$ cat src/shared/tdl_pkg.sv
package tdl_pkg;
   localparam int DATA_BITS = 12;
   localparam int CNT_W = 4;
   localparam int TGT_W = 2;
   localparam int PULSE_W = 4;
   localparam logic [CNT_W-1:0] CNT_ZERO = 4'h0;
   localparam logic [CNT_W-1:0] CNT_LAST_BIT = 4'hb;
   localparam logic [CNT_W-1:0] CNT_STROBE = 4'hc;
   localparam logic [PULSE_W-1:0] PULSES_PER_WORD = 4'hd;
   localparam logic [PULSE_W-1:0] PULSE_ZERO = 4'h0;
   localparam int CLK_PERIOD_NS = 10;
   // least high and low time of the link clock
   localparam int LINK_HALF_NS = 200;
   localparam int LINK_HALF_CYCLES =
      (LINK_HALF_NS + CLK_PERIOD_NS - 1) / CLK_PERIOD_NS;
   // address settle before the decoder is enabled
   localparam int SETTLE_NS = 50;
   localparam int SETTLE_CYCLES =
      (SETTLE_NS + CLK_PERIOD_NS - 1) / CLK_PERIOD_NS;
   localparam int POR_MS = 10;
   localparam longint POR_CYCLES_L =
      longint'(POR_MS) * 64'd1000000 / longint'(CLK_PERIOD_NS);
   localparam int POR_CYCLES = int'(POR_CYCLES_L);
   localparam int FIFO_DEPTH = 16;

   typedef struct packed {
      logic [TGT_W-1:0] target;
      logic [DATA_BITS-1:0] code;
   } tdl_word_type;

   typedef enum logic [2:0] {
      ST_POR = 3'b000,
      ST_IDLE = 3'b001,
      ST_ADDR = 3'b010,
      ST_SHIFT = 3'b011,
      ST_RELEASE = 3'b100
   } tdl_state_type;
endpackage

$ cat src/hw/tdl_clkdiv.sv
`timescale 1ns/1ps
module tdl_clkdiv #(
   parameter int HALF_CYCLES = 20
) (
   input wire logic clk,
   input wire logic sys_rst,
   input wire logic run,
   output logic link_clk,
   output logic rise,
   output logic fall
);
   localparam int CW = $clog2(HALF_CYCLES + 1);
   logic [CW-1:0] cnt, next_cnt;
   logic next_link_clk;
   logic wrap;

   assign wrap = (cnt == CW'(HALF_CYCLES - 1));
   // pulses mark the cycle in which link_clk changes on the next edge
   assign rise = run && wrap && !link_clk;
   assign fall = run && wrap && link_clk;

   always_comb begin
      next_cnt = '0;
      next_link_clk = link_clk;
      if (run) begin
         next_cnt = wrap ? '0 : cnt + 1'b1;
         if (wrap) begin
            next_link_clk = !link_clk;
         end
      end else begin
         // stopped clock always parks low
         next_link_clk = 1'b0;
      end
   end

   always_ff @(posedge clk) begin
      if (sys_rst) begin
         cnt <= '0;
         link_clk <= 1'b0;
      end else begin
         cnt <= next_cnt;
         link_clk <= next_link_clk;
      end
   end
endmodule

$ cat src/hw/tdl_fifo.sv
`timescale 1ns/1ps
module tdl_fifo #(
   parameter int WIDTH = 14,
   parameter int DEPTH = 16
) (
   input wire logic clk,
   input wire logic sys_rst,
   input wire logic in_valid,
   output logic in_ready,
   input wire logic [WIDTH-1:0] in_data,
   output logic out_valid,
   input wire logic out_ready,
   output logic [WIDTH-1:0] out_data
);
   localparam int AW = $clog2(DEPTH);
   logic [WIDTH-1:0] mem [DEPTH];
   logic [WIDTH-1:0] next_mem [DEPTH];
   logic [AW-1:0] wr_ptr, next_wr_ptr, rd_ptr, next_rd_ptr;
   logic [AW:0] level, next_level;
   logic push, pop;

   assign in_ready = (level != (AW+1)'(DEPTH));
   assign out_valid = (level != '0);
   assign out_data = mem[rd_ptr];
   assign push = in_valid && in_ready;
   assign pop = out_valid && out_ready;

   always_comb begin
      next_mem = mem;
      next_wr_ptr = wr_ptr;
      next_rd_ptr = rd_ptr;
      next_level = level;
      if (push) begin
         next_mem[wr_ptr] = in_data;
         next_wr_ptr = (wr_ptr == AW'(DEPTH - 1)) ? '0 : wr_ptr + 1'b1;
      end
      if (pop) begin
         next_rd_ptr = (rd_ptr == AW'(DEPTH - 1)) ? '0 : rd_ptr + 1'b1;
      end
      if (push && !pop) begin
         next_level = level + 1'b1;
      end else if (pop && !push) begin
         next_level = level - 1'b1;
      end
   end

   always_ff @(posedge clk) begin
      mem <= next_mem;
      if (sys_rst) begin
         wr_ptr <= '0;
         rd_ptr <= '0;
         level <= '0;
      end else begin
         wr_ptr <= next_wr_ptr;
         rd_ptr <= next_rd_ptr;
         level <= next_level;
      end
   end
endmodule

$ cat src/hw/tdl_host.sv
`timescale 1ns/1ps
module tdl_host import tdl_pkg::*; #(
   parameter int NUM_CONV = 4,
   parameter int POR_LEN = POR_CYCLES,
   parameter int HALF_LEN = LINK_HALF_CYCLES,
   parameter int SETTLE_LEN = SETTLE_CYCLES,
   parameter int DEPTH = FIFO_DEPTH
) (
   input wire logic clk,
   input wire logic sys_rst,
   input wire logic word_valid,
   output logic word_ready,
   input wire tdl_word_type word_data,
   input wire logic isolated_mode,
   input wire logic clear_req,
   output logic busy,
   output logic word_done,
   output logic link_clk,
   output logic serial_bit_in,
   output logic conv_clk,
   output logic transfer_strobe_n,
   output logic output_clear_n,
   output logic [NUM_CONV-1:0] conv_select_n,
   output logic limit_converter_select
);
   localparam int PW = $clog2(POR_LEN + 1);
   localparam int SW = $clog2(SETTLE_LEN + 1);

   tdl_state_type state, next_state;
   logic [PW-1:0] por_cnt, next_por_cnt;
   logic [SW-1:0] settle_cnt, next_settle_cnt;
   logic [PULSE_W-1:0] pulses, next_pulses;
   logic [DATA_BITS-1:0] shreg, next_shreg;
   logic next_serial_bit_in;
   logic [TGT_W-1:0] target, next_target;
   logic decode_en, next_decode_en;
   logic next_limit_sel;
   logic next_word_done;
   logic [CNT_W-1:0] edge_cnt, next_edge_cnt;
   logic next_strobe_n;
   logic next_clear_n;
   logic [NUM_CONV-1:0] next_select_n;
   logic in_word, next_in_word;
   logic run, rise, fall;
   logic fifo_valid, fifo_ready;
   tdl_word_type fifo_word;

   tdl_fifo #(
      .WIDTH($bits(tdl_word_type)),
      .DEPTH(DEPTH)
   ) u_fifo (
      .clk(clk),
      .sys_rst(sys_rst),
      .in_valid(word_valid),
      .in_ready(word_ready),
      .in_data(word_data),
      .out_valid(fifo_valid),
      .out_ready(fifo_ready),
      .out_data(fifo_word)
   );

   tdl_clkdiv #(
      .HALF_CYCLES(HALF_LEN)
   ) u_div (
      .clk(clk),
      .sys_rst(sys_rst),
      .run(run),
      .link_clk(link_clk),
      .rise(rise),
      .fall(fall)
   );

   // the clock runs only while shifting; it is never stopped high
   // a clock parked high would leave the converter clock low, and the
   // next release of a select line could then shift a stray bit
   assign run = (state == ST_SHIFT);
   assign fifo_ready = (state == ST_IDLE) && !clear_req;
   assign busy = (state != ST_IDLE);
   assign conv_clk = !link_clk;

   // sequencer
   always_comb begin
      next_state = state;
      next_por_cnt = por_cnt;
      next_settle_cnt = settle_cnt;
      next_pulses = pulses;
      next_shreg = shreg;
      next_serial_bit_in = serial_bit_in;
      next_target = target;
      next_decode_en = decode_en;
      next_limit_sel = limit_converter_select;
      next_word_done = 1'b0;
      next_in_word = in_word;
      unique case (state)
         ST_POR: begin
            // clear held well past the supply ramp
            if (por_cnt == PW'(POR_LEN - 1)) begin
               next_state = ST_IDLE;
            end else begin
               next_por_cnt = por_cnt + 1'b1;
            end
         end
         ST_IDLE: begin
            if (fifo_valid && !clear_req) begin
               next_target = fifo_word.target;
               next_limit_sel = fifo_word.target[0];
               next_shreg = fifo_word.code;
               next_settle_cnt = '0;
               next_decode_en = 1'b0;
               next_state = ST_ADDR;
            end
         end
         ST_ADDR: begin
            // address lines settle before decoding is enabled
            if (settle_cnt == SW'(SETTLE_LEN - 1)) begin
               next_decode_en = 1'b1;
               next_pulses = PULSE_ZERO;
               next_in_word = 1'b1;
               next_state = ST_SHIFT;
            end else begin
               next_settle_cnt = settle_cnt + 1'b1;
            end
         end
         ST_SHIFT: begin
            if (rise) begin
               next_pulses = pulses + 1'b1;
               // msb first; the value stands across the following fall
               if (pulses < PULSE_W'(DATA_BITS)) begin
                  next_serial_bit_in = shreg[DATA_BITS-1];
                  next_shreg = {shreg[DATA_BITS-2:0], 1'b0};
               end
            end
            // stop once the 13th pulse has fallen back to rest
            if (fall && pulses == PULSES_PER_WORD) begin
               next_in_word = 1'b0;
               next_settle_cnt = '0;
               next_state = ST_RELEASE;
            end
         end
         ST_RELEASE: begin
            // link clock already low here, so the converter clock is high
            if (settle_cnt == SW'(SETTLE_LEN - 1)) begin
               next_decode_en = 1'b0;
               next_word_done = 1'b1;
               next_state = ST_IDLE;
            end else begin
               next_settle_cnt = settle_cnt + 1'b1;
            end
         end
         default: begin
            next_state = ST_IDLE;
         end
      endcase
      // a clear never cuts a word in flight: the strobe must still come,
      // else the converter would keep a half shifted word for the next load
      if (clear_req && state != ST_POR && state != ST_SHIFT) begin
         next_decode_en = 1'b0;
      end
   end

   always_ff @(posedge clk) begin
      if (sys_rst) begin
         state <= ST_POR;
         por_cnt <= '0;
         settle_cnt <= '0;
         pulses <= PULSE_ZERO;
         shreg <= '0;
         serial_bit_in <= 1'b0;
         target <= '0;
         decode_en <= 1'b0;
         limit_converter_select <= 1'b0;
         word_done <= 1'b0;
         in_word <= 1'b0;
      end else begin
         state <= next_state;
         por_cnt <= next_por_cnt;
         settle_cnt <= next_settle_cnt;
         pulses <= next_pulses;
         shreg <= next_shreg;
         serial_bit_in <= next_serial_bit_in;
         target <= next_target;
         decode_en <= next_decode_en;
         limit_converter_select <= next_limit_sel;
         word_done <= next_word_done;
         in_word <= next_in_word;
      end
   end

   // glue counter, stepped by the link clock rising edge
   always_comb begin
      next_edge_cnt = edge_cnt;
      if (state == ST_POR) begin
         next_edge_cnt = CNT_ZERO;
      end else if (!next_in_word) begin
         // resting link returns the count to zero for the next word
         // taken from the next word flag so that the strobe ends on the
         // same edge as the 13th fall, not one system cycle later
         next_edge_cnt = CNT_ZERO;
      end else if (rise) begin
         // the first rise of a word or a low strobe reloads zero
         if (!transfer_strobe_n || pulses == PULSE_ZERO) begin
            next_edge_cnt = CNT_ZERO;
         end else begin
            next_edge_cnt = edge_cnt + 1'b1;
         end
      end
      // count reads CNT_LAST_BIT after bit twelve; next rise hits strobe
      next_strobe_n = !(next_edge_cnt == CNT_STROBE);
   end

   always_ff @(posedge clk) begin
      if (sys_rst) begin
         edge_cnt <= CNT_ZERO;
         transfer_strobe_n <= 1'b1;
      end else begin
         edge_cnt <= next_edge_cnt;
         transfer_strobe_n <= next_strobe_n;
      end
   end

   // clear and select pins
   // selects are registered so the decoded lines never glitch while the
   // target changes; isolated mode ignores the target on conv_select_n, not on limit_converter_select
   always_comb begin
      // low through power-on and on demand, independent of the link
      next_clear_n = !(state == ST_POR || clear_req);
      next_select_n = '1;
      if (isolated_mode) begin
         next_select_n = '0;
      end else if (decode_en) begin
         next_select_n[target] = 1'b0;
      end
   end

   always_ff @(posedge clk) begin
      if (sys_rst) begin
         output_clear_n <= 1'b0;
         conv_select_n <= '1;
      end else begin
         output_clear_n <= next_clear_n;
         conv_select_n <= next_select_n;
      end
   end
endmodule

$ cat config.mk
export PLATFORM = sky130hd
export DESIGN_NAME = tdl_host
export DESIGN_NICKNAME = d
export VERILOG_FILES = /design/src/shared/tdl_pkg.sv /design/src/hw/tdl_clkdiv.sv /design/src/hw/tdl_fifo.sv /design/src/hw/tdl_host.sv
export SDC_FILE = /design/constraint.sdc
export NUM_CORES = 1
export LEC_CHECK = 0
export BUFFER_PORTS_ARGS = -buffer_cell sky130_fd_sc_hd__buf_2
export CAP_MARGIN = 40
export CORE_MARGIN = 4
export CORE_UTILIZATION = 45
export DETAILED_ROUTE_END_ITERATION = 12
export SLEW_MARGIN = 20
export SYNTH_ARGS = -nofsm -noshare
export SYNTH_HDL_FRONTEND = slang
export SYNTH_HIERARCHICAL = 1
export SYNTH_SLANG_ARGS = --single-unit
$ cat constraint.sdc
create_clock -name clk -period 3 [get_ports clk]
set_input_delay 0.6 -clock clk [delete_from_list [all_inputs] [get_ports clk]]
set_output_delay 0.6 -clock clk [all_outputs]
set_load 0.005 [all_outputs]
==> results of run 1 <==
## logic make-up after synthesis
kind of cell	after synthesis	synth area share, %
mux	70	11.5
compound gates	96	5.81
simple gates	239	9.48
fa+ha+maj	18	1.90
buf+inv	57	2.06
xor+xnor	25	1.79
flops	301	67.5
## through the flow
stage          util (%)  hold WS, ns  instances  power, uW
6_report           52.4        0.349       1238       9170
5_1_grt            52.4        0.348       1237       9530
4_1_cts            52.3        0.335       1236       9270
3_5_place_dp       48.4        0.463       1177       5300
3_3_place_gp       48.4        0.442       1177       5260
2_1_floorplan         -        0.432        806       5080
## synthesized netlist by cell type, types with 4 or more instances
cell,count
xnor2_1,9
dfxtp_1,77
clkbuf_1,26
and3_1,5
mux4_2,56
ha_1,17
a31oi_1,6
o21ai_0,10
edfxtp_1,224
mux2_2,4
a22oi_1,29
nor4_1,5
nand3_1,18
buf_2,4
nand2b_1,6
nand2_1,67
xor2_1,16
mux2i_1,10
nor3_1,18
nand4_1,5
a21oi_1,14
inv_1,18
a311oi_1,12
nor3b_1,6
nor2_1,78
nor2b_1,8
## metal layers
metal | global-route usage (%) | wire [um]
met5 | 0 | 13
met1 | 23.6 | 11400
met4 | 4.76 | 573
met3 | 3.32 | 1530
met2 | 30.2 | 13400
## worst max-delay path: stages (launching register included)
cell and delay (ns):
dfxtp_1 0.36, nor4_1 0.63, a21boi_2 0.15, ha_1 0.24, inv_1 0.17, ha_1 0.31
a21oi_1 0.22, a211oi_1 0.11, a31oi_1 0.19, mux2_2 0.35
## layout make-up
| class | count | area, sq um |
|---|---|---|
| fillers | 2208 | 12800 |
| diodes | 1 | 2.50 |
| multi-input cells | 448 | 3750 |
| well taps | 341 | 427 |
| repair buffers | 70 | 498 |
| inverters | 18 | 67.6 |
| clock inverters | 12 | 120 |
| flip-flops and latches | 301 | 8270 |
| clock buffers | 47 | 951 |
## power groups by stage
stage | sequential (uW) | clock, uW | combinational [uW]
after floorplan | 4720 | 0 | 361
after global placement | 4730 | 0 | 530
after detailed placement | 4740 | 0 | 562
after CTS | 4650 | 4050 | 565
after global routing | 4660 | 4250 | 624
final | 4650 | 3950 | 567
## flip-flops by register name, summed over array words and instances (netlist names)
| signal | count |
|---|---|
| serial_bit_in | 1 |
| word_done | 1 |
| in_word | 1 |
| shreg | 12 |
| pulses | 4 |
| decode_en | 1 |
| state | 3 |
| u_div/cnt | 5 |
| output_clear_n | 1 |
| conv_select_n | 4 |
| u_fifo/wr_ptr | 4 |
| transfer_strobe_n | 1 |
| por_cnt | 20 |
| edge_cnt | 4 |
| u_div/link_clk | 1 |
| u_fifo/mem | 224 |
| u_fifo/level | 5 |
| target | 2 |
| u_fifo/rd_ptr | 4 |
| settle_cnt | 3 |
## how the worst max path moves through the flow
stage	from	endpoint	slack, ns	depth (start not counted)
2_1_floorplan	state[1]	shreg[10]	0.19	14
3_3_place_gp	clear_req	u_fifo/level[4]	0.26	10
3_5_place_dp	clear_req	u_fifo/level[4]	0.16	10
4_1_cts	u_fifo/level[0]	u_fifo/level[4]	0.22	9
5_1_grt	u_fifo/level[0]	u_fifo/level[4]	0.05	9
6_report	u_fifo/level[0]	u_fifo/level[4]	0.16	9
==> flow_summary.ini, run 1 <==
[min_path]
hold_path_depth = 2
min_from = isolated_mode
min_path_type = primary input to flop
whs_endpoint = conv_select_n[1]

[worst_setup_path]
crit_path_end_kind = flop
cp.arrival_ns = 3.23
crit_required_ns = 3.39
reg2reg_depth = 9
regToRegSetupSlack_ns = 0.16
timing.rr.start = u_fifo/level[0]
crit_path_start_kind = flop
critPathKind = flop to flop
cp_max_fo = 5
r2r_end = u_fifo/level[4]

[synth]
synth.area.top_cells = edfxtp_1 (55%), dfxtp_1 (13%), mux4_2 (10%)
synth_top_area_share_pct = 54.9
synthFlopType = edfxtp_1
ys_async_sr_fraction_pct = 0
synthCells = 806
syn-cell-area_sq_um = 12300
yosys_register_bits = 301
synth-seq-area-share_pct = 67.5
synth_cell_types = 62
avgSynthCellArea_sq_um = 15.2
synth_nets = 843
yosysTopAreaCell = edfxtp_1
synth_edf_count = 224
yosys_warnings = 6

[placement]
placed_area_sq_um = 13000
port_buffers = 31
hpwl_mm = 15.9
gp_congestion = 0.794
dp_slack_ns = 0.161

[timing]
hold_viol = 0
setup-tns-final_ns = 0
period_needed_ns = 2.84
setup_ws_ns = 0.161
setup_viol = 0
slew_headroom_pct = 51.7
fmax_mhz = 352
worst_pin_slew_ns = 0.724
skew_ns = 0.0141
final.period_utilization_pct = 94.6
rsz0062_at_grt = no
report.final.slew_viol_count = 0

[routing]
ant_nets = 0
first_iter_violations = 482
routed_wl_mm = 26.9
routedWlPerCell_um = 21.7
via_count = 7125
dr.pass1.iters = 7
vias_per_cell = 5.76
drc = 0

[power_and_ir_drop]
leakagePower_uw = 0.00472
switching_share_pct = 21.6
power_frac_seq_pct = 50.7
combPwrFrac_pct = 6.2
clkPwrFrac_pct = 43.1
power_density_nw_per_um2 = 651
irDropWorstVdd_mv = 0.505
p_sw_uw = 1980
p_int_uw = 7190

[die]
start_util_pct = 45.6
die_area_sq_um = 29900
die_x_um = 173
core_sq_um = 26900
ios = 32
die_h_um = 173
core.rowCount = 60

[layout]
nNetsFinal = 910
drive_above_1_share_pct = 21.8
final_common_cell = edfxtp_1
final_cell_mix = edfxtp_1 (224), nor2_1 (78), dfxtp_1 (75)
area_delta_synth_final_pct = 15.0
final_area_sq_um = 14100

[clocking]
cts_made_buffers = 34
clock_path_buffers = 3
post_cts_resized = 0
clock_latency_ns = 0.50
cts_max_level = 2
cts-hold-fix-buffers = 0
cts.sinks = 301
post_cts_buffers = 0
cts_root_buffer = clkbuf_16
clkSlewWorstSetupHoldPaths_ns = 0.06
cts_tree = built

[grt]
grt_pass1_vias = 7344
overflow = 0
antenna_found_initial = 2
grt_util_all_layers_pct = 17.7
grt_pass1_wl_mm = 41.6
grt_max_degree = 44

[run]
max_cap_violations = 0

[run_status]
status = finished clean
(Power assumes the default switching activity.)
==> inputs of run 2 (changes only) <==
--- a/config.mk
+++ b/config.mk
@@ -7,9 +7,12 @@
 export LEC_CHECK = 0
 export BUFFER_PORTS_ARGS = -buffer_cell sky130_fd_sc_hd__buf_2
 export CAP_MARGIN = 40
+export CELL_PAD_IN_SITES_DETAIL_PLACEMENT = 1
+export CELL_PAD_IN_SITES_GLOBAL_PLACEMENT = 1
 export CORE_MARGIN = 4
-export CORE_UTILIZATION = 45
+export CORE_UTILIZATION = 38
 export DETAILED_ROUTE_END_ITERATION = 12
+export PLACE_DENSITY_LB_ADDON = 0.1
 export SLEW_MARGIN = 20
 export SYNTH_ARGS = -nofsm -noshare
 export SYNTH_HDL_FRONTEND = slang
==> run 2 against run 1 <==
Hold slack got worse by 0.0055 ns. Clock-buffer cell count decreased by 6. Global-route usage decreased by 1.3 points. Clock skew decreased by 0.0023 ns. Critical endpoint unchanged. Sequential power about the same. Final cell count increased by 5.3%. Fmax increased by 1.2%. Combinational power increased by 0.9%.
==> flow_summary.ini, run 2 (synthesis results as in run 1) <==
[timing]
setup-tns-final_ns = 0
fmax_mhz = 356
report.final.slew_viol_count = 0
setup_viol = 0
worst_pin_slew_ns = 0.740
hold_ws_ns = 0.344
hold_viol = 0
slew_headroom_pct = 50.7
skew_ns = 0.0118
rsz0062_at_grt = no
period_needed_ns = 2.81
final.period_utilization_pct = 93.6

[placement]
hpwl_mm = 17.8
gp_congestion = 0.752
port_buffers = 31
dp.cells = 1242

[worst_setup_path]
crit_path_start_kind = flop
cp_slowest_cell = or4_4
cp_slowest_stage_delay_ns = 0.62
cp.arrival_ns = 3.20
cp_max_fo = 5
crit_path_end_kind = flop
critPathKind = flop to flop
crit_chain = or4_4 > o21ai_4 > ha_1 > inv_1 > fa_1 > nand3_1 > a211oi_1 > a31oi_1 > mux2_2
crit_required_ns = 3.39

[clocking]
cts_max_level = 2
cts_tree = built
post_cts_resized = 0
clock_path_buffers = 3
cts.sinks = 301
cts-hold-fix-buffers = 0
clkSlewWorstSetupHoldPaths_ns = 0.06
cts_made_buffers = 35
clock_latency_ns = 0.50
cts_root_buffer = clkbuf_16
post_cts_buffers = 0

[layout]
diodes = 0
regMostFlops = u_fifo/mem
nNetsFinal = 914
final_common_cell = edfxtp_1
largestRegisters = u_fifo/mem x224, por_cnt x20, shreg x12
area_delta_synth_final_pct = 15.0
drive_above_1_share_pct = 22.2
final_cell_mix = edfxtp_1 (224), nor2_1 (78), dfxtp_1 (75)
fillCellCount = 3152
largest_register_ffs = 224
fin_cells = 1303

[power_and_ir_drop]
power_frac_seq_pct = 51.9
clkPwrFrac_pct = 41.8
irDropWorstVdd_mv = 0.504
power_density_nw_per_um2 = 637
leakagePower_uw = 0.00470
p_int_uw = 6940
combPwrFrac_pct = 6.4
p_sw_uw = 2030
switching_share_pct = 22.6

[grt]
overflow = 0
grt_util_all_layers_pct = 16.4
antenna_found_initial = 0
grt_max_degree = 38
grt_pass1_vias = 7634
grt_pass1_wl_mm = 44.7

[routing]
drc = 0
dr.pass1.iters = 4
first_iter_violations = 394
routedWlPerCell_um = 22.1
vias_per_cell = 5.44
via_count = 7090
ant_nets = 0
routed_wl_mm = 28.8

[die]
core_sq_um = 31700
start_util_pct = 38.6
die_x_um = 188
core.rowCount = 65
ios = 32
die_h_um = 188
die_area_sq_um = 35200

[min_path]
min_path_type = primary input to flop

[run_status]
status = finished clean

[run]
max_cap_violations = 0
==> run 2: cell count changes in the layout (fill, tap and decap cells not counted), moves of 3 or more <==
cell / change
clkbuf_1: -3
clkinv_2: +6
clkinv_1: +3
buf_4: +6
buf_12: -3
clkbuf_8: -3
==> run 2: power groups by stage <==
stage | Sequential (uW) | Combinational, uW | Clock, uW
after CTS | 4660 | 584 | 3880
after global placement | 4730 | 546 | 0
after floorplan | 4720 | 361 | 0
final | 4650 | 572 | 3750
after global routing | 4660 | 636 | 4100
after detailed placement | 4740 | 581 | 0
==> run 2: critical path: cells and delay by family, from the launching register on <==
| kind | cells | cell delay [ns] |
|---|---|---|
| compound gates | 3 | 0.46 |
| fa+ha+maj | 2 | 0.64 |
| buf+inv | 1 | 0.11 |
| simple gates | 2 | 0.75 |
| flops | 1 | 0.37 |
| mux | 1 | 0.35 |
==> run 2: per-stage QoR <==
step / area (sq um) / total power [uW] / setup slack, ns / util (%)
2_1_floorplan: 12300 / 5080 / 0.188 / -
3_3_place_gp: 13100 / 5270 / 0.284 / 41.2
3_5_place_dp: 13100 / 5320 / 0.212 / 41.2
4_1_cts: 14100 / 9120 / 0.199 / 44.4
5_1_grt: 14100 / 9400 / 0.0837 / 44.4
6_report: 14100 / 8970 / 0.193 / 44.4
==> run 2: final cells by class <==
type / instances / area [sq um] / area share, %
inverter: 18 / 67.6 / 0.480
multi-input combinational: 448 / 3750 / 26.6
timing repair buffer: 73 / 483 / 3.43
sequential: 301 / 8270 / 58.7
tap: 402 / 503 / 3.57
clock buffer: 41 / 898 / 6.38
clock inverter: 20 / 114 / 0.808
==> run 2: per-layer routing <==
| metal | global-route usage [%] | vias to the layer above | part of all wire (%) |
|---|---|---|---|
| met4 | 4.35 | 0 | 2.1 |
| li1 | - | 3250 | - |
| met3 | 2.59 | 44 | 3.7 |
| met5 | 0 | - | 0 |
| met2 | 29.3 | 130 | 52 |
| met1 | 20.8 | 3666 | 42 |
==> run 2: worst paths after layout <==
kind         cells past startpoint          endpoint  slack, ns             from
max                              9   u_fifo/level[4]       0.19  u_fifo/level[0]
min                              2  conv_select_n[2]       0.34    isolated_mode
max reg2reg                      9   u_fifo/level[4]       0.19  u_fifo/level[0]
min reg2reg                      1      u_div/cnt[0]       0.47     u_div/cnt[0]
